File: config.mk
export PLATFORM = sky130hd
export DESIGN_NAME = scs_system_control
export DESIGN_NICKNAME = d
export VERILOG_FILES = /design/src/shared/scs_pkg.sv /design/src/logic/scs_system_control.sv
export SDC_FILE = /design/constraint.sdc
export NUM_CORES = 1
export LEC_CHECK = 0
export ABC_AREA = 1
export BUFFER_PORTS_ARGS = -buffer_cell sky130_fd_sc_hd__buf_2
export CAP_MARGIN = 10
export CORE_MARGIN = 10
export CORE_UTILIZATION = 39
export CTS_BUF_LIST = sky130_fd_sc_hd__clkbuf_8
export DETAILED_ROUTE_END_ITERATION = 8
export GPL_TIMING_DRIVEN = 1
export PLACE_DENSITY = 0.9
export SLEW_MARGIN = 0
export SYNTH_ARGS = -nofsm -noshare
export SYNTH_HDL_FRONTEND = slang
export SYNTH_SLANG_ARGS = --single-unit
File: constraint.sdc
create_clock -name clock_in -period 1.6 [get_ports clock_in]
set_input_delay 0.24 -clock clock_in [delete_from_list [all_inputs] [get_ports clock_in]]
set_output_delay 0.24 -clock clock_in [all_outputs]
set_load 0.1 [all_outputs]
File: src/shared/scs_pkg.sv
// system control and status register: constants and carrier types
package scs_pkg;
  localparam logic [23:0] SCS_SCR_ADDR = 24'h0000f4;
  localparam logic [2:0] SCS_FC_SUPER_DATA = 3'h5;
  // status flag positions, top four bits
  localparam int SCS_IRQ_BIT = 31;
  localparam int SCS_WDT_BIT = 30;
  localparam int SCS_WPV_BIT = 29;
  localparam int SCS_ADC_BIT = 28;
  // control bit positions
  localparam int SCS_WRITE_PROTECT_ERROR_ENABLE_BIT = 20;
  localparam int SCS_SPLIT_BIT = 19;
  localparam int SCS_EXTERNAL_MASTER_EXTRA_WAIT_BIT = 18;
  localparam int SCS_DECODE_CONFLICT_ERROR_ENABLE_BIT = 17;
  localparam int SCS_BUS_CLEAR_INTERRUPT_MASK_BIT = 16;
  localparam int SCS_SAM_BIT = 15;
  // values after reset
  localparam logic [3:0] SCS_FLAGS_RST = 4'h0;
  localparam logic SCS_CTRL_RST = 1'h0;
  localparam logic [1:0] SCS_SYNC_RST = 2'h3;
  // wait state counts
  localparam logic [2:0] SCS_ASYNC_WAITS = 3'h3;
  localparam logic [2:0] SCS_ZERO_WAITS = 3'h0;
  localparam logic [2:0] SCS_EXTRA_WAIT = 3'h1;

  // one bus access, valid in the cycle of start
  typedef struct packed {
    logic start;
    logic write;
    logic [2:0] fc;
    logic [23:0] addr;
    logic [31:0] wdata;
    logic ext_master;
    logic internal;
    logic cfg;
  } scs_req_t;

  typedef struct packed {
    logic [1:0] rst_sync;
    logic [1:0] halt_sync;
    logic [3:0] flags;
    logic write_protect_error_enable;
    logic split;
    logic external_master_extra_wait;
    logic decode_conflict_error_enable;
    logic bus_clear_interrupt_mask;
    logic sync_access_select;
    logic busy;
    logic [2:0] cnt;
    logic [31:0] rdata;
    logic bus_error_signal;
  } scs_state_t;
endpackage

File: src/logic/scs_system_control.sv
// system control and status register with bus clear, lock and wait logic
// Behaviour
// - 32-bit read-write register at 0f4, answered only in supervisor data space
// - top four bits are event flags set by hardware, always readable
// - writing one clears a flag, zero leaves it; several at once
// - system reset (reset with halt) clears all flags
// - pending unmasked core interrupt sets the interrupt flag regardless of mask
// - interrupt flag with bus clear mask drives external and internal bus clear
// - watchdog expiry sets its flag and always raises bus error
// - write to read-only region sets flag; bus error only with bit 20
// - two or more chip selects set conflict flag; bus error only with bit 17
// - never two chip selects at once; fixed priority resolves overlap
// - conflicts during configuration register access are ignored entirely
// - split off: strobes held over locked cycle, waits on read part only
// - split on: strobes drop between parts, waits in both parts
// - no bus grant while core locked sequence is in progress
// - extra wait bit adds one wait state to external master cycles, except async internal ones and seven-wait ones
// - extra wait clear: sync internal zero waits, chip select exact waits
// - mask zero ignores core interrupt pending for bus clear
// - serial dma bus use does not depend on the bus clear mask
// - sync select zero: external master internal accesses take three waits
// - sync select one: synchronous accesses, one wait with extra wait bit
// - control bits read zero after system reset
// - external bus clear holds until the interrupt flag is cleared
`timescale 1ns/1ps
`default_nettype none
module scs_system_control (
  input wire logic clock_in,
  input wire logic reset_in,
  input wire logic reset_pin_n_in,
  input wire logic halt_pin_n_in,
  input wire scs_pkg::scs_req_t req_in,
  input wire logic [3:0] cs_match_in,
  input wire logic [3:0] cs_read_only_in,
  input wire logic [2:0] cs_waits_in,
  input wire logic core_interrupt_pending_in,
  input wire logic watchdog_expire_in,
  input wire logic address_strobe_in,
  input wire logic locked_cycle_indicator_in,
  input wire logic rmw_write_part_in,
  input wire logic rmw_gap_in,
  input wire logic bus_request_in,
  output logic [31:0] rdata_out,
  output logic transfer_acknowledge_out,
  output logic bus_error_signal_out,
  output logic [3:0] chip_select_out,
  output logic address_strobe_out,
  output logic bus_grant_out,
  output logic external_bus_clear_out,
  output logic internal_bus_clear_out,
  output logic [3:0] status_flags_out
);
  scs_pkg::scs_state_t s_q;
  scs_pkg::scs_state_t s_d;

  logic sys_reset;
  logic scr_hit;
  logic [3:0] sel;
  logic multi;
  logic wp_event;
  logic adc_event;
  logic [3:0] set_ev;
  logic [3:0] clr_ev;
  logic [2:0] waits;
  logic [31:0] scr_value;

  // system reset needs both pins low after synchronising
  assign sys_reset = ~s_q.rst_sync[1] & ~s_q.halt_sync[1];

  // decode only supervisor data space at the fixed address
  assign scr_hit = req_in.start & (req_in.addr == scs_pkg::SCS_SCR_ADDR)
                   & (req_in.fc == scs_pkg::SCS_FC_SUPER_DATA);

  // lowest index wins so an overlap never drives two lines
  always_comb begin
    sel = 4'h0;
    for (int i = 3; i >= 0; i--) begin
      if (cs_match_in[i]) begin
        sel = 4'h0;
        sel[i] = 1'b1;
      end
    end
  end

  assign multi = (cs_match_in & (cs_match_in - 4'h1)) != 4'h0;
  // configuration access must stay reachable while programming is broken
  assign adc_event = req_in.start & multi & ~(req_in.cfg | scr_hit);
  assign wp_event = req_in.start & req_in.write & ((sel & cs_read_only_in) != 4'h0);

  // flag order: irq, watchdog, write protect, decode conflict
  assign set_ev = {core_interrupt_pending_in, watchdog_expire_in, wp_event, adc_event};
  assign clr_ev = (scr_hit & req_in.write) ? req_in.wdata[31:28] : 4'h0;

  // register image; unused bits read zero
  always_comb begin
    scr_value = 32'h00000000;
    scr_value[31:28] = s_q.flags;
    scr_value[scs_pkg::SCS_WRITE_PROTECT_ERROR_ENABLE_BIT] = s_q.write_protect_error_enable;
    scr_value[scs_pkg::SCS_SPLIT_BIT] = s_q.split;
    scr_value[scs_pkg::SCS_EXTERNAL_MASTER_EXTRA_WAIT_BIT] = s_q.external_master_extra_wait;
    scr_value[scs_pkg::SCS_DECODE_CONFLICT_ERROR_ENABLE_BIT] = s_q.decode_conflict_error_enable;
    scr_value[scs_pkg::SCS_BUS_CLEAR_INTERRUPT_MASK_BIT] = s_q.bus_clear_interrupt_mask;
    scr_value[scs_pkg::SCS_SAM_BIT] = s_q.sync_access_select;
  end

  // wait states for the access that starts this cycle
  always_comb begin
    waits = scs_pkg::SCS_ZERO_WAITS;
    if (req_in.internal | scr_hit) begin
      if (req_in.ext_master & ~s_q.sync_access_select) begin
        waits = scs_pkg::SCS_ASYNC_WAITS;
      end else if (req_in.ext_master & s_q.external_master_extra_wait) begin
        waits = scs_pkg::SCS_EXTRA_WAIT;
      end
    end else begin
      // locked write part without split gets no chip-select waits
      if (locked_cycle_indicator_in & rmw_write_part_in & ~s_q.split) begin
        waits = scs_pkg::SCS_ZERO_WAITS;
      end else begin
        waits = cs_waits_in;
      end
      if (req_in.ext_master & s_q.external_master_extra_wait & (waits != 3'h7)) begin
        waits = waits + scs_pkg::SCS_EXTRA_WAIT;
      end
    end
  end

  // next state
  always_comb begin
    s_d = s_q;
    s_d.rst_sync = {s_q.rst_sync[0], reset_pin_n_in};
    s_d.halt_sync = {s_q.halt_sync[0], halt_pin_n_in};
    // set wins over a clear in the same cycle
    s_d.flags = (s_q.flags & ~clr_ev) | set_ev;
    s_d.bus_error_signal = watchdog_expire_in
               | (wp_event & s_q.write_protect_error_enable)
               | (adc_event & s_q.decode_conflict_error_enable);
    if (scr_hit & req_in.write) begin
      s_d.write_protect_error_enable = req_in.wdata[scs_pkg::SCS_WRITE_PROTECT_ERROR_ENABLE_BIT];
      s_d.split = req_in.wdata[scs_pkg::SCS_SPLIT_BIT];
      s_d.external_master_extra_wait = req_in.wdata[scs_pkg::SCS_EXTERNAL_MASTER_EXTRA_WAIT_BIT];
      s_d.decode_conflict_error_enable = req_in.wdata[scs_pkg::SCS_DECODE_CONFLICT_ERROR_ENABLE_BIT];
      s_d.bus_clear_interrupt_mask = req_in.wdata[scs_pkg::SCS_BUS_CLEAR_INTERRUPT_MASK_BIT];
      s_d.sync_access_select = req_in.wdata[scs_pkg::SCS_SAM_BIT];
    end
    if (scr_hit & ~req_in.write) begin
      s_d.rdata = scr_value;
    end
    // acknowledge counter; a new start while busy is ignored
    if (s_q.busy) begin
      if (s_q.cnt == 3'h0) begin
        s_d.busy = 1'b0;
      end else begin
        s_d.cnt = s_q.cnt - 3'h1;
      end
    end else if (req_in.start) begin
      s_d.busy = 1'b1;
      s_d.cnt = waits;
    end
    if (sys_reset) begin
      s_d.flags = scs_pkg::SCS_FLAGS_RST;
      s_d.write_protect_error_enable = scs_pkg::SCS_CTRL_RST;
      s_d.split = scs_pkg::SCS_CTRL_RST;
      s_d.external_master_extra_wait = scs_pkg::SCS_CTRL_RST;
      s_d.decode_conflict_error_enable = scs_pkg::SCS_CTRL_RST;
      s_d.bus_clear_interrupt_mask = scs_pkg::SCS_CTRL_RST;
      s_d.sync_access_select = scs_pkg::SCS_CTRL_RST;
    end
  end

  // state register
  always_ff @(posedge clock_in) begin
    if (reset_in) begin
      s_q <= '0;
      s_q.rst_sync <= scs_pkg::SCS_SYNC_RST;
      s_q.halt_sync <= scs_pkg::SCS_SYNC_RST;
    end else begin
      s_q <= s_d;
    end
  end

  // strobe drops between locked parts only in split mode
  assign address_strobe_out = address_strobe_in
                              & ~(s_q.split & locked_cycle_indicator_in & rmw_gap_in);
  assign chip_select_out = sel & {4{address_strobe_out}};
  // no grant during a core locked sequence in either mode
  assign bus_grant_out = bus_request_in & ~locked_cycle_indicator_in;
  // held until software clears the flag; serial dma is not gated here
  assign external_bus_clear_out = s_q.flags[3] & s_q.bus_clear_interrupt_mask;
  assign internal_bus_clear_out = s_q.flags[3] & s_q.bus_clear_interrupt_mask;
  assign transfer_acknowledge_out = s_q.busy & (s_q.cnt == 3'h0);
  assign bus_error_signal_out = s_q.bus_error_signal;
  assign rdata_out = s_q.rdata;
  assign status_flags_out = s_q.flags;

  // checks
  chk_irq_sets_flag: assert property (@(posedge clock_in) disable iff (reset_in)
    core_interrupt_pending_in && !sys_reset |=> status_flags_out[3])
    else $error("irq flag not set");
  chk_clear_by_one: assert property (@(posedge clock_in) disable iff (reset_in)
    scr_hit && req_in.write && req_in.wdata[30] && !watchdog_expire_in |=> !status_flags_out[2])
    else $error("watchdog flag not cleared by one");
  chk_zero_keeps: assert property (@(posedge clock_in) disable iff (reset_in)
    scr_hit && req_in.write && !req_in.wdata[29] && status_flags_out[1] && !sys_reset
    |=> status_flags_out[1])
    else $error("flag lost on zero write");
  chk_set_wins: assert property (@(posedge clock_in) disable iff (reset_in)
    scr_hit && req_in.write && req_in.wdata[31] && core_interrupt_pending_in && !sys_reset
    |=> status_flags_out[3])
    else $error("event lost in clear cycle");
  chk_sysrst_clears: assert property (@(posedge clock_in) disable iff (reset_in)
    sys_reset |=> status_flags_out == 4'h0 && !external_bus_clear_out)
    else $error("system reset left state");
  chk_external_bus_clear_gate: assert property (@(posedge clock_in) disable iff (reset_in)
    external_bus_clear_out |-> status_flags_out[3] && internal_bus_clear_out)
    else $error("bus clear without flag");
  chk_wdt_bus_error_signal: assert property (@(posedge clock_in) disable iff (reset_in)
    watchdog_expire_in |=> bus_error_signal_out)
    else $error("no bus error after watchdog");
  chk_wp_no_bus_error_signal: assert property (@(posedge clock_in) disable iff (reset_in)
    wp_event && !s_q.write_protect_error_enable && !watchdog_expire_in && !(adc_event && s_q.decode_conflict_error_enable)
    |=> !bus_error_signal_out && status_flags_out[1])
    else $error("write protect error enable ignored");
  chk_cs_onehot: assert property (@(posedge clock_in) disable iff (reset_in)
    $onehot0(chip_select_out))
    else $error("two chip selects");
  chk_cfg_no_bus_error_signal: assert property (@(posedge clock_in) disable iff (reset_in)
    req_in.start && req_in.cfg && multi && !watchdog_expire_in && !wp_event
    |=> !bus_error_signal_out)
    else $error("conflict reported on config access");
  chk_grant_lock: assert property (@(posedge clock_in) disable iff (reset_in)
    locked_cycle_indicator_in |-> !bus_grant_out)
    else $error("grant during lock");
  chk_async_waits: assert property (@(posedge clock_in) disable iff (reset_in)
    !s_q.busy && req_in.start && req_in.internal && req_in.ext_master && !s_q.sync_access_select
    |=> !transfer_acknowledge_out [*3] ##1 transfer_acknowledge_out)
    else $error("async access not three waits");

  // wait state checks on the acknowledge counter
  chk_sync_extra_wait: assert property (@(posedge clock_in) disable iff (reset_in)
    !s_q.busy && req_in.start && req_in.internal && req_in.ext_master && s_q.sync_access_select && s_q.external_master_extra_wait
    |=> !transfer_acknowledge_out ##1 transfer_acknowledge_out)
    else $error("sync access with extra wait not one wait");
  chk_sync_zero_wait: assert property (@(posedge clock_in) disable iff (reset_in)
    !s_q.busy && req_in.start && req_in.internal && req_in.ext_master && s_q.sync_access_select && !s_q.external_master_extra_wait
    |=> transfer_acknowledge_out)
    else $error("sync access not zero waits");
  chk_core_zero_wait: assert property (@(posedge clock_in) disable iff (reset_in)
    !s_q.busy && req_in.start && req_in.internal && !req_in.ext_master
    |=> transfer_acknowledge_out)
    else $error("core internal access not zero waits");
  chk_ack_single: assert property (@(posedge clock_in) disable iff (reset_in)
    transfer_acknowledge_out |=> !transfer_acknowledge_out)
    else $error("acknowledge longer than one cycle");

  // bus error and flag checks; a flag set by hardware must survive one edge
  chk_wp_bus_error_signal: assert property (@(posedge clock_in) disable iff (reset_in)
    wp_event && s_q.write_protect_error_enable |=> bus_error_signal_out)
    else $error("no bus error on enabled write protect");
  chk_wp_sets: assert property (@(posedge clock_in) disable iff (reset_in)
    wp_event && !sys_reset |=> status_flags_out[1])
    else $error("write protect flag not set");
  chk_adc_bus_error_signal: assert property (@(posedge clock_in) disable iff (reset_in)
    adc_event && s_q.decode_conflict_error_enable |=> bus_error_signal_out)
    else $error("no bus error on enabled conflict");
  chk_adc_sets: assert property (@(posedge clock_in) disable iff (reset_in)
    adc_event && !sys_reset |=> status_flags_out[0])
    else $error("conflict flag not set");
  chk_wdt_sets: assert property (@(posedge clock_in) disable iff (reset_in)
    watchdog_expire_in && !sys_reset |=> status_flags_out[2])
    else $error("watchdog flag not set");

  // bus clear checks; the mask alone gates both outputs
  chk_bus_clear_interrupt_mask_off: assert property (@(posedge clock_in) disable iff (reset_in)
    !s_q.bus_clear_interrupt_mask |-> !external_bus_clear_out && !internal_bus_clear_out)
    else $error("bus clear with mask off");
  chk_external_bus_clear_hold: assert property (@(posedge clock_in) disable iff (reset_in)
    external_bus_clear_out && !(scr_hit && req_in.write) && !sys_reset
    |=> external_bus_clear_out)
    else $error("bus clear dropped while flag set");

  // strobe and system reset checks
  chk_split_gap: assert property (@(posedge clock_in) disable iff (reset_in)
    s_q.split && locked_cycle_indicator_in && rmw_gap_in
    |-> !address_strobe_out && chip_select_out == 4'h0)
    else $error("strobe kept between split parts");
  chk_nosplit_as: assert property (@(posedge clock_in) disable iff (reset_in)
    !s_q.split |-> address_strobe_out == address_strobe_in)
    else $error("strobe dropped without split");
  chk_ctrl_reset: assert property (@(posedge clock_in) disable iff (reset_in)
    sys_reset |=> !s_q.write_protect_error_enable && !s_q.split && !s_q.external_master_extra_wait && !s_q.decode_conflict_error_enable && !s_q.bus_clear_interrupt_mask)
    else $error("control bits kept over system reset");

  cov_async_read: cover property (@(posedge clock_in) disable iff (reset_in)
    req_in.start && req_in.ext_master && !s_q.sync_access_select ##4 transfer_acknowledge_out);
  cov_wp_bus_error_signal: cover property (@(posedge clock_in) disable iff (reset_in)
    wp_event && s_q.write_protect_error_enable ##1 bus_error_signal_out);

  cov_irq_external_bus_clear: cover property (@(posedge clock_in) disable iff (reset_in)
    external_bus_clear_out ##1 !external_bus_clear_out);
  cov_conflict_bus_error_signal: cover property (@(posedge clock_in) disable iff (reset_in)
    adc_event && s_q.decode_conflict_error_enable ##1 bus_error_signal_out);
  cov_split_gap: cover property (@(posedge clock_in) disable iff (reset_in)
    s_q.split && locked_cycle_indicator_in && rmw_gap_in && address_strobe_in);
endmodule
`default_nettype wire

; ---- After elaboration in Yosys (flattened, before gate mapping)
; Cells that the tools add are included.
[totals]
inputBits = 86
ff_bits = 29
[op_classes]
addsub = 3
n_reduce_logical = 6
mux = 15
eq_ne = 4
bitwise = 40
[ops]
columns = cell, count
row1 = $mux W4, 7
row2 = $eq A24 B8 Y1 const B, 1
row3 = $and A1 B1 Y1, 22
row4 = $and A4 B4 Y4, 4
row5 = $mux W3, 5
row6 = $not A1 Y1, 8
row7 = $reduce_bool A4 Y1, 2
row8 = $not A4 Y4, 1
row9 = $or A1 B1 Y1, 4
row10 = $or A4 B4 Y4, 1
row11 = $sub A4 B1 Y4 const B, 1
row12 = $add A3 B1 Y3 const B, 1
row13 = $eq A3 B3 Y1 const B, 1
row14 = $logic_not A3 Y1, 1
row15 = $ne A3 B3 Y1 const B, 1
row16 = $sub A3 B1 Y3 const B, 1
row17 = $mux W1, 2
row18 = $mux W2, 1
row19 = $ne A2 B2 Y1 const B, 1
row20 = $reduce_and A2 Y1, 1
row21 = $reduce_bool A2 Y1, 1
row22 = $reduce_or A2 Y1, 1

; ---- Logic depth before layout (Yosys ltp)
; Gate-level depths: netlist of the first run.
[depth]
ltp_word = 11
mapped_depth = 13
depth_no_buf = 13

; ---- Least setup slack after synthesis of the first run
; No wires, ideal clock.
[synth_path]
path_type = register to output
startpoint = register s_q[41] (netlist name)
endpoint = output port chip_select_out[2]
required_ns = 1.360
setup_slack_ns = -1.958
path_stages_with_launch = 4
arrival_ns = 3.318
n_path_buf = 0
cell_sequence = dfxtp_1 > inv_1 > o31ai_1 > nor4_1
[synth_between]
elab_chain_cells = 5
[synth_rtl]
columns = item, line_no
row1 = start: declaration, scs_system_control.sv:53  ; scs_pkg::scs_state_t s_q;
row2 = $and A1 B1 Y1 (2 in a row), scs_system_control.sv:184  ; & ~(s_q.split & locked_cycle_indicator_in & rmw_gap_in);
row3 = $not A1 Y1, scs_system_control.sv:184
row4 = $and A1 B1 Y1, scs_system_control.sv:184
row5 = $and A4 B4 Y4, scs_system_control.sv:185  ; assign chip_select_out = sel & {4{address_strobe_out}};
row6 = end: declaration, scs_system_control.sv:46  ; output logic [3:0] chip_select_out,
; No other way between the ends.

; ---- Final worst setup path of the first run
[layout_path]
startpoint = register s_q[41] (netlist name)
endpoint = output port chip_select_out[3]
; The elaborated chain is that of the path after synthesis.

==> metrics.cfg, run 1 <==
[worst_hold_path]
hp-class = in2reg

[timing]
final-setup-viol-count = 6
fin_ws_ns = -0.0603
fin_crit_sh_pct = 104
hold_violations = 0
worst_slew_pin_slew_ns = 0.625
fmax_mhz = 602
tns_ns = -0.233
maxSlewViolCount = 0
slew_headroom_pct = 57.9
finalCriticalPeriod_ns = 1.66
finalClockSkew_ns = 0.00241
rsz0062_at_grt = true

[power_and_ir_drop]
p_comb_share_pct = 31.8
p_sw_share_pct = 37.1
cellPowerDensity_nw_per_um2 = 849
power.internal_mw = 1.43
p_leak_nw = 1.37
power_frac_clock_pct = 34.5
p_seq_share_pct = 33.8
p_sw_mw = 0.842
vdd_ir_drop_max_mv = 0.510

[cts]
insertion_delay_ns = 0.28
cts-hold-fix-buffers = 0
cts-buffers-inserted = 5
cts.sinks = 29
htree_levels = 2
path_clk_slew_ns = 0.06
clockBufferDepth = 2
cts-root-buf = clkbuf_8
cts_tree = done

[setup_path]
cp.required_ns = 1.36
cp-start-kind = flop
crit_type = reg2out
worst-path-max-fanout = 5
cp-end-kind = output pin
crit_arrival_ns = 1.42

[route]
wire_per_inst_um = 12.9
routed_wirelength_um = 5700
drtIter0Drc = 94
drc = 0
dr.pass1.iters = 4
vias_per_cell = 4.50
postRouteAntennaNets = 0
route.vias.total = 1993

[layout]
nNetsFinal = 465
num_antenna_cells = 0
drive_above_1_share_pct = 37.8
areaGrowthSynthToFinish_pct = 37.1
final_common_cell = buf_2
final_cells = 443
final_cell_mix = 80 x buf_2, 42 x nor2_1, 39 x inv_1, 38 x nand2_1, 28 x dfxtp_1

[floorplan]
die_area_um2 = 8230
fp.dieW_um = 90.7
row_count = 25
coreArea_um2 = 4790
pin_count = 132
die_h_um = 90.7
floorplan.initialDensity_pct = 40.8

[grt]
antenna_found_initial = 0
grt_pass1_vias = 2099
gr-max-usage-layer = met2
grt_use_met3_pct = 6.48
grt-ovfl-total = 0
use_met2_pct = 22.3
grt_first_pass_wirelength_um = 9360
grt_max_degree = 19
grt.total_usage_pct = 13.6
met1_usage_pct = 14.4

[flow_run]
cap_violations = 0

[synthesis]
synthArstFlopShare_pct = 0
synth_seq_area_share_pct = 29.8
yosysWarnings = 0
synthFlopType = dfxtp_1
synth-edff-count = 0
syn-instance-count = 290
synth_area_per_cell_um2 = 6.73
netlist_area_um2 = 1950
synth_seq_cells = 29
ys_types = 29

[placed_design]
place.gp.congestion = 0.810
hpwl_um = 4820
dp_cells = 434
io_buffers = 87

[status]
status = finished, violations left
violations = negative setup slack

==> power groups by stage <==
stage                     clock network (mW)  logic [mW]  registers (mW)
after CTS                              0.798       0.716           0.766
after detailed placement                   0       0.687           0.782
after global routing                   0.846       0.770           0.770
after floorplan                            0       0.564           0.788
final                                  0.783       0.721           0.767
after global placement                     0       0.672           0.781
==> repair_timing <==
item                       CTS  global route
resized for setup           21             7
setup buffers                1             0
pin swaps                   13             1
setup endpoints to repair    8             9
gates cloned                 0             0
==> worst paths after layout <==
kind                  start                 end  depth (start not counted)  slack [ns]
max                 s_q[41]  chip_select_out[3]                          6       -0.06
min          reset_pin_n_in             s_d[50]                          2        0.14
max reg2reg         s_q[41]             s_q[35]                         13       -0.05
min reg2reg         s_d[48]             s_q[48]                          1        0.41
==> cell type report <==
| type | instances | area, µm² |
|---|---|---|
| timing repair buffer | 98 | 618 |
| tap | 67 | 83.8 |
| clock inverter | 2 | 33.8 |
| sequential | 29 | 582 |
| multi-input combinational | 197 | 1090 |
| fill | 457 | 2110 |
| clock buffer | 6 | 82.6 |
| inverter | 44 | 181 |
==> registers in the layout (all words and copies together), names as in the netlist <==
signal                flops
bus_error_signal_out      1
rdata_out                10
s_d                       2
s_q                      12
status_flags_out          4
==> critical path: stages, from the launching register on <==
cell	delay, ns
dfxtp_2	0.34
inv_4	0.07
buf_6	0.09
o31ai_4	0.05
buf_12	0.15
nor3b_4	0.23
buf_12	0.20
==> Yosys cell counts, drive strengths merged (2+ instances only) <==
master	instances	area, µm²
a21oi	10	50.1
buf	40	292
dfxtp	29	581
ha	4	50.1
inv	43	161
nand2	42	168
nand3	16	85.1
nand3b	2	15.0
nand4	7	43.8
nor2	48	183
nor3	23	173
o21ai	14	70.1
or2	4	25.0
==> logic make-up after synthesis <==
family / Yosys count / share of synthesized area (%)
AOI/OAI and AO/OA: 25 / 6.54
DFF: 29 / 29.8
adders and majority gates: 4 / 2.57
xor gates and xnor gates: 2 / 0.898
other: 1 / 0.192
and+or+nand+nor: 144 / 36.2
buffers and inverters: 85 / 23.9
==> per-stage QoR <==
step / power, mW / hold WS, ns / cell area, µm² / utilization (%) / setup slack, ns
after floorplan: 1.35 / 0.319 / 2100 / - / -0.131
after global placement: 1.45 / 0.390 / 2450 / 51.1 / -0.0664
after detailed placement: 1.47 / 0.397 / 2450 / 51.1 / -0.107
after CTS: 2.28 / 0.134 / 2650 / 55.4 / -0.0683
after global routing: 2.39 / 0.132 / 2680 / 55.9 / -0.172
final: 2.27 / 0.139 / 2680 / 55.9 / -0.0603
==> per-layer routing <==
metal	vias up	share of wire [%]
met5	-	0
met4	0	2.8
met3	15	9.7
met2	84	48
met1	871	40
li1	1023	-
Power figures use the tool's default switching activity.
==> run 2, diff against run 1 <==
--- a/config.mk
+++ b/config.mk
@@ -8,7 +8,6 @@
 export ABC_AREA = 1
 export BUFFER_PORTS_ARGS = -buffer_cell sky130_fd_sc_hd__buf_2
 export CAP_MARGIN = 10
-export CORE_MARGIN = 10
 export CORE_UTILIZATION = 39
 export CTS_BUF_LIST = sky130_fd_sc_hd__clkbuf_8
 export DETAILED_ROUTE_END_ITERATION = 8
==> run 2 against run 1 <==
Net effect: via count is 0.40% higher; total power is 8.7% lower; combinational power up 1%; the flow still finishes with violations (negative setup slack); register-to-register slack got worse by 0.04 ns; hold slack got worse by 0.0010 ns; global-route usage increased by 5.0 points; sequential share of layout area rose by 0.30 points; sequential power hardly changed; sequential cell count is the same; first-iteration DRC count is 24% lower; utilization down 0.40 points; final area shrank 1.4%.
==> metrics.cfg, run 2 (same netlist as run 1, synthesis figures left out) <==
[status]
status = finished, violations left
violations = negative setup slack

[layout]
drive_above_1_share_pct = 38.8  ; +1.0 points
num_antenna_cells = 0  ; unchanged
areaGrowthSynthToFinish_pct = 35.3
final_common_cell = buf_2
final_cell_mix = 81 x buf_2, 41 x nor2_1, 38 x nand2_1, 38 x inv_1, 28 x dfxtp_1
nNetsFinal = 463  ; -0.43%
fillCellCount = 457  ; unchanged
fin_util_pct = 55.5  ; -0.40 points
fin_area_um2 = 2640  ; -1.4%
largest_register_ffs = 12  ; unchanged
regMostFlops = s_q

[setup_path]
worst_r2r_path_depth = 13  ; unchanged
slowest_stage = dfxtp_2
cpMostUsedCell = nand2_1
cp.required_ns = 1.78  ; +0.42 ns
crit_buf_inv = 3  ; -1
r2r-end = s_q[35]
crit_arrival_ns = 1.87  ; +0.45 ns
crit_path_cell_trace = inv_2 -> nand3_4 -> buf_4 -> nand2_1 -> inv_1 -> ha_4 -> nand3b_1 -> o21ai_2 -> a21oi_1 -> nand3_1 -> o21ai_1 -> nand2_1 -> nand2_1
r2r_slack_ns = -0.09  ; -0.04 ns
worst-path-max-fanout = 4  ; -1
critical_path.top_delay_family = simple AND/OR/NAND/NOR gates
crit_path_start = s_q[41]
crit_type = reg2reg
cp-start-kind = flop
cp-end-kind = flop
crit_path_max_incr_delay_ns = 0.33  ; about the same
r2r_start = s_q[41]

[worst_hold_path]
worstHoldStart = reset_pin_n_in
min_to = s_d[50]
hp-class = in2reg
hold_depth = 2  ; unchanged

[cts]
htree_levels = 2  ; unchanged
cts_tree = done
cts.sinks = 29  ; unchanged
cts-root-buf = clkbuf_8
path_clk_slew_ns = 0.06  ; about the same
cts-hold-fix-buffers = 0  ; unchanged
cts-buffers-inserted = 5  ; unchanged
clockBufferDepth = 2  ; unchanged
insertion_delay_ns = 0.28  ; about the same

[floorplan]
die_h_um = 72.7  ; -20%
die_area_um2 = 5290  ; -36%
row_count = 25  ; unchanged
coreArea_um2 = 4750  ; -0.65%
fp.dieW_um = 72.7  ; -20%
pin_count = 132  ; unchanged
floorplan.initialDensity_pct = 41.0  ; +0.27 points

[timing]
slew_headroom_pct = 53.0  ; -4.9 points
worst_slew_pin_slew_ns = 0.698  ; +0.0726 ns
finalCriticalPeriod_ns = 1.69  ; +0.0273 ns
final-setup-viol-count = 8  ; +2
rsz0062_at_grt = true
hold_violations = 0  ; unchanged
fmax_mhz = 593  ; -1.6%
finalClockSkew_ns = 0.00254  ; +0.000123 ns
tns_ns = -0.344  ; -0.111 ns
fin_crit_sh_pct = 105  ; +1.7 points
hold_slack_ns = 0.138  ; -0.00101 ns
maxSlewViolCount = 0  ; unchanged
fin_ws_ns = -0.0876  ; -0.0273 ns

[flow_run]
cap_violations = 0  ; unchanged

[power_and_ir_drop]
p_sw_mw = 0.844  ; +0.24%
p_seq_share_pct = 37.0  ; +3.2 points
p_comb_share_pct = 35.1  ; +3.3 points
power.internal_mw = 1.23  ; -14%
p_sw_share_pct = 40.7  ; +3.6 points
vdd_ir_drop_max_mv = 0.604  ; +18%
cellPowerDensity_nw_per_um2 = 786  ; -7.4%
power_frac_clock_pct = 27.9  ; -6.6 points
p_leak_nw = 1.34  ; -2.2%

[route]
routed_wirelength_um = 4650  ; -18%
drc = 0  ; unchanged
wire_per_inst_um = 10.5  ; -18%
dr.pass1.iters = 4  ; unchanged
route.vias.total = 2001  ; +0.40%
vias_per_cell = 4.54  ; +0.86%
drtIter0Drc = 71  ; -24%
postRouteAntennaNets = 0  ; unchanged

[grt]
grt-ovfl-total = 0  ; unchanged
grt.total_usage_pct = 18.6  ; +5.0 points
grt_first_pass_wirelength_um = 7650  ; -18%
grt_pass1_vias = 1911  ; -9.0%
grt_max_degree = 19  ; unchanged
antenna_found_initial = 0  ; unchanged

[placed_design]
place.gp.congestion = 0.794  ; -2.0%
hpwl_um = 3780  ; -22%
pre_cts_ws_ns = -0.104  ; +0.00217 ns
dpl_cell_area_um2 = 2420  ; -0.92%
io_buffers = 87  ; unchanged

-- run 2: cell count changes in the layout (fill, tap and decap cells not counted), sizes merged --
cell / previous run / this run
buf: 97 / 96
clkinv: 1 / 3
inv: 43 / 42
clkinvlp: 1 / 2
clkbuf: 7 / 5
bufinv: 1 / 0
-- run 2: through the flow --
stage / power, mW / instances
4_1_cts: 2.06 / 439
3_3_place_gp: 1.45 / 431
6_report: 2.07 / 441
3_5_place_dp: 1.47 / 431
5_1_grt: 2.16 / 441
2_1_floorplan: 1.35 / 311
-- run 2: repair_timing --
| action | in CTS | in global routing |
|---|---|---|
| pin swaps | 7 | 10 |
| setup endpoints to repair | 8 | 8 |
| gates resized for setup | 19 | 10 |
| endpoints found under the hold margin | 0 | 0 |
| buffers inserted | 1 | 2 |
-- run 2: worst max path at each step --
stage                         endpoint  slack, ns  cells after the start
floorplan           chip_select_out[2]      -0.13                      3
global placement               s_q[34]      -0.09                     11
detailed placement             s_q[34]      -0.10                     11
CTS                            s_q[35]      -0.06                     13
global route                   s_q[35]      -0.24                     13
finish                         s_q[35]      -0.09                     13
-- run 2: layer usage --
layer | global-route usage [%] | share of wire [%] | vias to the layer above
met5 | 0 | 0 | -
met4 | 9.37 | 1.5 | 0
met3 | 4.70 | 7.8 | 9
met2 | 34.4 | 50 | 86
met1 | 19.4 | 40 | 888
li1 | - | - | 1018
-- run 2: power groups by stage --
stage / Clock (mW) / Sequential, mW / Combinational [mW]
CTS: 0.588 / 0.767 / 0.710
global route: 0.618 / 0.770 / 0.773
finish: 0.580 / 0.767 / 0.728
floorplan: 0 / 0.788 / 0.564
detailed placement: 0 / 0.783 / 0.687
global placement: 0 / 0.781 / 0.672
-- run 2: area by class of cell --
type | count | area, µm² | area share, %
clock inverters | 3 | 17.5 | 0.664
flip-flops and latches | 29 | 582 | 22.0
well taps | 67 | 83.8 | 3.18
clock buffers | 5 | 68.8 | 2.61
inverters | 44 | 176 | 6.69
multi-input cells | 197 | 1110 | 42.2
repair buffers | 96 | 597 | 22.6
-- run 2: worst register-to-register path, delay by kind of cell, from the launching register on --
family,cells,cell delay [ns]
DFF,1,0.33
buffers and inverters,3,0.28
and+or+nand+nor,6,0.55
AOI/OAI and AO/OA,3,0.29
adders and majority gates,1,0.16
==> run 3, diff against run 2 <==
--- a/config.mk
+++ b/config.mk
@@ -10,9 +10,11 @@
 export CAP_MARGIN = 10
 export CORE_UTILIZATION = 39
 export CTS_BUF_LIST = sky130_fd_sc_hd__clkbuf_8
+export CTS_CLUSTER_SIZE = 25
 export DETAILED_ROUTE_END_ITERATION = 8
 export GPL_TIMING_DRIVEN = 1
-export PLACE_DENSITY = 0.9
+export MAX_ROUTING_LAYER = met4
+export PLACE_DENSITY = 0.89
 export SLEW_MARGIN = 0
 export SYNTH_ARGS = -nofsm -noshare
 export SYNTH_HDL_FRONTEND = slang
==> run 3 against run 2 <==
Net effect: the flow still finishes with violations (negative setup slack); global-route usage rose by 1.5 points; register-to-register slack worse by 0.05 ns; setup slack got worse by 0.045 ns; fmax down 2.6%; combinational power grew 1%; clock skew rose by 0.0021 ns; final area grew 1.4%; sequential power is essentially flat; non-clock buffer count is 4 higher; total power up 4.1%; hold slack lost 0.0030 ns; critical path type unchanged; largest cell class unchanged; largest power group unchanged; highest routed layer unchanged.
==> metrics.cfg, run 3 (same netlist as run 1, synthesis figures left out) <==
[grt]
grt_first_pass_wirelength_um = 7910  ; +3.4%
grt_max_degree = 19  ; unchanged
antenna_found_initial = 0  ; unchanged
grt.total_usage_pct = 20.1  ; +1.5 points
grt_pass1_vias = 1946  ; +1.8%
grt-ovfl-total = 0  ; unchanged

[status]
violations = negative setup slack
status = finished, violations left

[timing]
finalClockSkew_ns = 0.00464  ; +0.00211 ns
maxSlewViolCount = 0  ; unchanged
worst_slew_pin_slew_ns = 0.669  ; -0.0295 ns
tns_ns = -0.424  ; -0.0804 ns
rsz0062_at_grt = true
fin_ws_ns = -0.133  ; -0.0452 ns
hold_violations = 0  ; unchanged
final-setup-viol-count = 7  ; -1
fmax_mhz = 577  ; -2.6%
fin_crit_sh_pct = 108  ; +2.8 points
hold_slack_ns = 0.135  ; -0.00298 ns
slew_headroom_pct = 55.0  ; +2.0 points
finalCriticalPeriod_ns = 1.73  ; +0.0452 ns

[layout]
num_antenna_cells = 0  ; unchanged
final_common_cell = buf_2
regMostFlops = s_q
drive_above_1_share_pct = 39.4  ; +0.65 points
areaGrowthSynthToFinish_pct = 37.2
largest_register_ffs = 12  ; unchanged
fin_area_um2 = 2680  ; +1.4%
nNetsFinal = 467  ; +0.86%
final_cell_mix = 81 x buf_2, 42 x nor2_1, 38 x nand2_1, 37 x inv_1, 28 x dfxtp_1
fillCellCount = 444  ; -2.8%
fin_util_pct = 56.3  ; +0.79 points

[setup_path]
crit_arrival_ns = 1.91  ; +0.04 ns
worst_r2r_path_depth = 12  ; -1
crit_path_cell_trace = inv_2 -> nand3_4 -> nand2_2 -> inv_2 -> ha_4 -> ha_4 -> nand3b_1 -> buf_4 -> o21ai_1 -> nand3_1 -> nand3_2 -> a21oi_2
slowest_stage = dfxtp_2
r2r_slack_ns = -0.13  ; -0.05 ns
crit_path_max_incr_delay_ns = 0.33  ; about the same
r2r_start = s_q[41]
cp-end-kind = flop
cp-start-kind = flop
cp.required_ns = 1.77  ; about the same
critical_path.top_delay_family = simple AND/OR/NAND/NOR gates
r2r-end = s_q[34]
crit_buf_inv = 3  ; unchanged
worst-path-max-fanout = 4  ; unchanged
crit_type = reg2reg

[placed_design]
place.gp.congestion = 0.881  ; +11%
dpl_cell_area_um2 = 2440  ; +0.62%
hpwl_um = 3900  ; +3.3%
io_buffers = 87  ; unchanged

[cts]
cts-root-buf = clkbuf_8
cts-hold-fix-buffers = 0  ; unchanged
cts-buffers-inserted = 5  ; unchanged
cts_tree = done
cts.sinks = 29  ; unchanged
htree_levels = 2  ; unchanged
insertion_delay_ns = 0.28  ; about the same
path_clk_slew_ns = 0.06  ; about the same
clockBufferDepth = 2  ; unchanged

[route]
postRouteAntennaNets = 0  ; unchanged
route.vias.total = 2009  ; +0.40%
dr.pass1.iters = 4  ; unchanged
wire_per_inst_um = 10.9  ; +3.8%
drc = 0  ; unchanged
drtIter0Drc = 53  ; -25%
vias_per_cell = 4.51  ; -0.50%
routed_wirelength_um = 4870  ; +4.8%

[flow_run]
cap_violations = 0  ; unchanged

[worst_hold_path]
hold_depth = 2  ; unchanged
hp-class = in2reg
worstHoldStart = reset_pin_n_in
min_to = s_d[50]

[floorplan]
row_count = 25  ; unchanged
die_area_um2 = 5290  ; unchanged
coreArea_um2 = 4750  ; unchanged
die_h_um = 72.7  ; unchanged
floorplan.initialDensity_pct = 41.0  ; unchanged
fp.dieW_um = 72.7  ; unchanged
pin_count = 132  ; unchanged

[power_and_ir_drop]
p_leak_nw = 1.36  ; +2.2%
p_total_mw = 2.16  ; +4.1%
vdd_ir_drop_max_mv = 0.611  ; +1.2%
cellPowerDensity_nw_per_um2 = 807  ; +2.6%

run 3: repair_timing:
action                                 CTS  global route
gates resized for setup                 24             4
endpoints found under the hold margin    0             0
pin swaps                               10             4
gates cloned                             0             0
buffers inserted                         4             1
setup endpoints to repair                8             8
run 3: how the worst max path moves through the flow:
stage	start	endpoint	slack, ns	cells past startpoint
CTS	s_q[41]	s_q[35]	-0.11	13
global route	s_q[41]	s_q[35]	-0.24	13
floorplan	s_q[41]	chip_select_out[2]	-0.13	3
finish	s_q[41]	s_q[34]	-0.13	12
detailed placement	s_q[41]	s_q[35]	-0.15	13
global placement	s_q[41]	s_q[35]	-0.06	13
run 3: stage by stage:
| step | setup WS (ns) | std cells |
|---|---|---|
| CTS | -0.107 | 444 |
| finish | -0.133 | 445 |
| floorplan | -0.131 | 311 |
| global route | -0.244 | 445 |
| detailed placement | -0.150 | 433 |
| global placement | -0.0646 | 433 |
run 3: metal layers:
metal	vias up	GRT usage, %	share of wire (%)
met1	878	19.8	38
met5	-	-	0
met2	85	37.2	52
met3	16	3.73	7.1
li1	1030	-	-
met4	0	10.5	3.0
run 3: final cells by class:
| type | count | area [µm²] | area share [%] |
|---|---|---|---|
| tap | 67 | 83.8 | 3.13 |
| clock buffer | 7 | 96.3 | 3.60 |
| timing repair buffer | 100 | 627 | 23.4 |
| clock inverter | 1 | 5.00 | 0.187 |
| inverter | 44 | 176 | 6.59 |
| multi-input combinational | 197 | 1110 | 41.3 |
| sequential | 29 | 582 | 21.7 |
run 3: power by group:
group	internal [mW]	total, mW	switching (mW)
clock	0.388	0.655	0.268
sequential	0.749	0.766	0.0171
combinational	0.188	0.738	0.550
total	1.32	2.16	0.834
run 3: worst register-to-register path, stage by stage, from the launching register on:
cell	delay [ns]
dfxtp_2	0.33
inv_2	0.07
nand3_4	0.07
nand2_2	0.08
inv_2	0.05
ha_4	0.16
ha_4	0.15
nand3b_1	0.20
buf_4	0.17
o21ai_1	0.12
nand3_1	0.10
nand3_2	0.07
a21oi_2	0.04
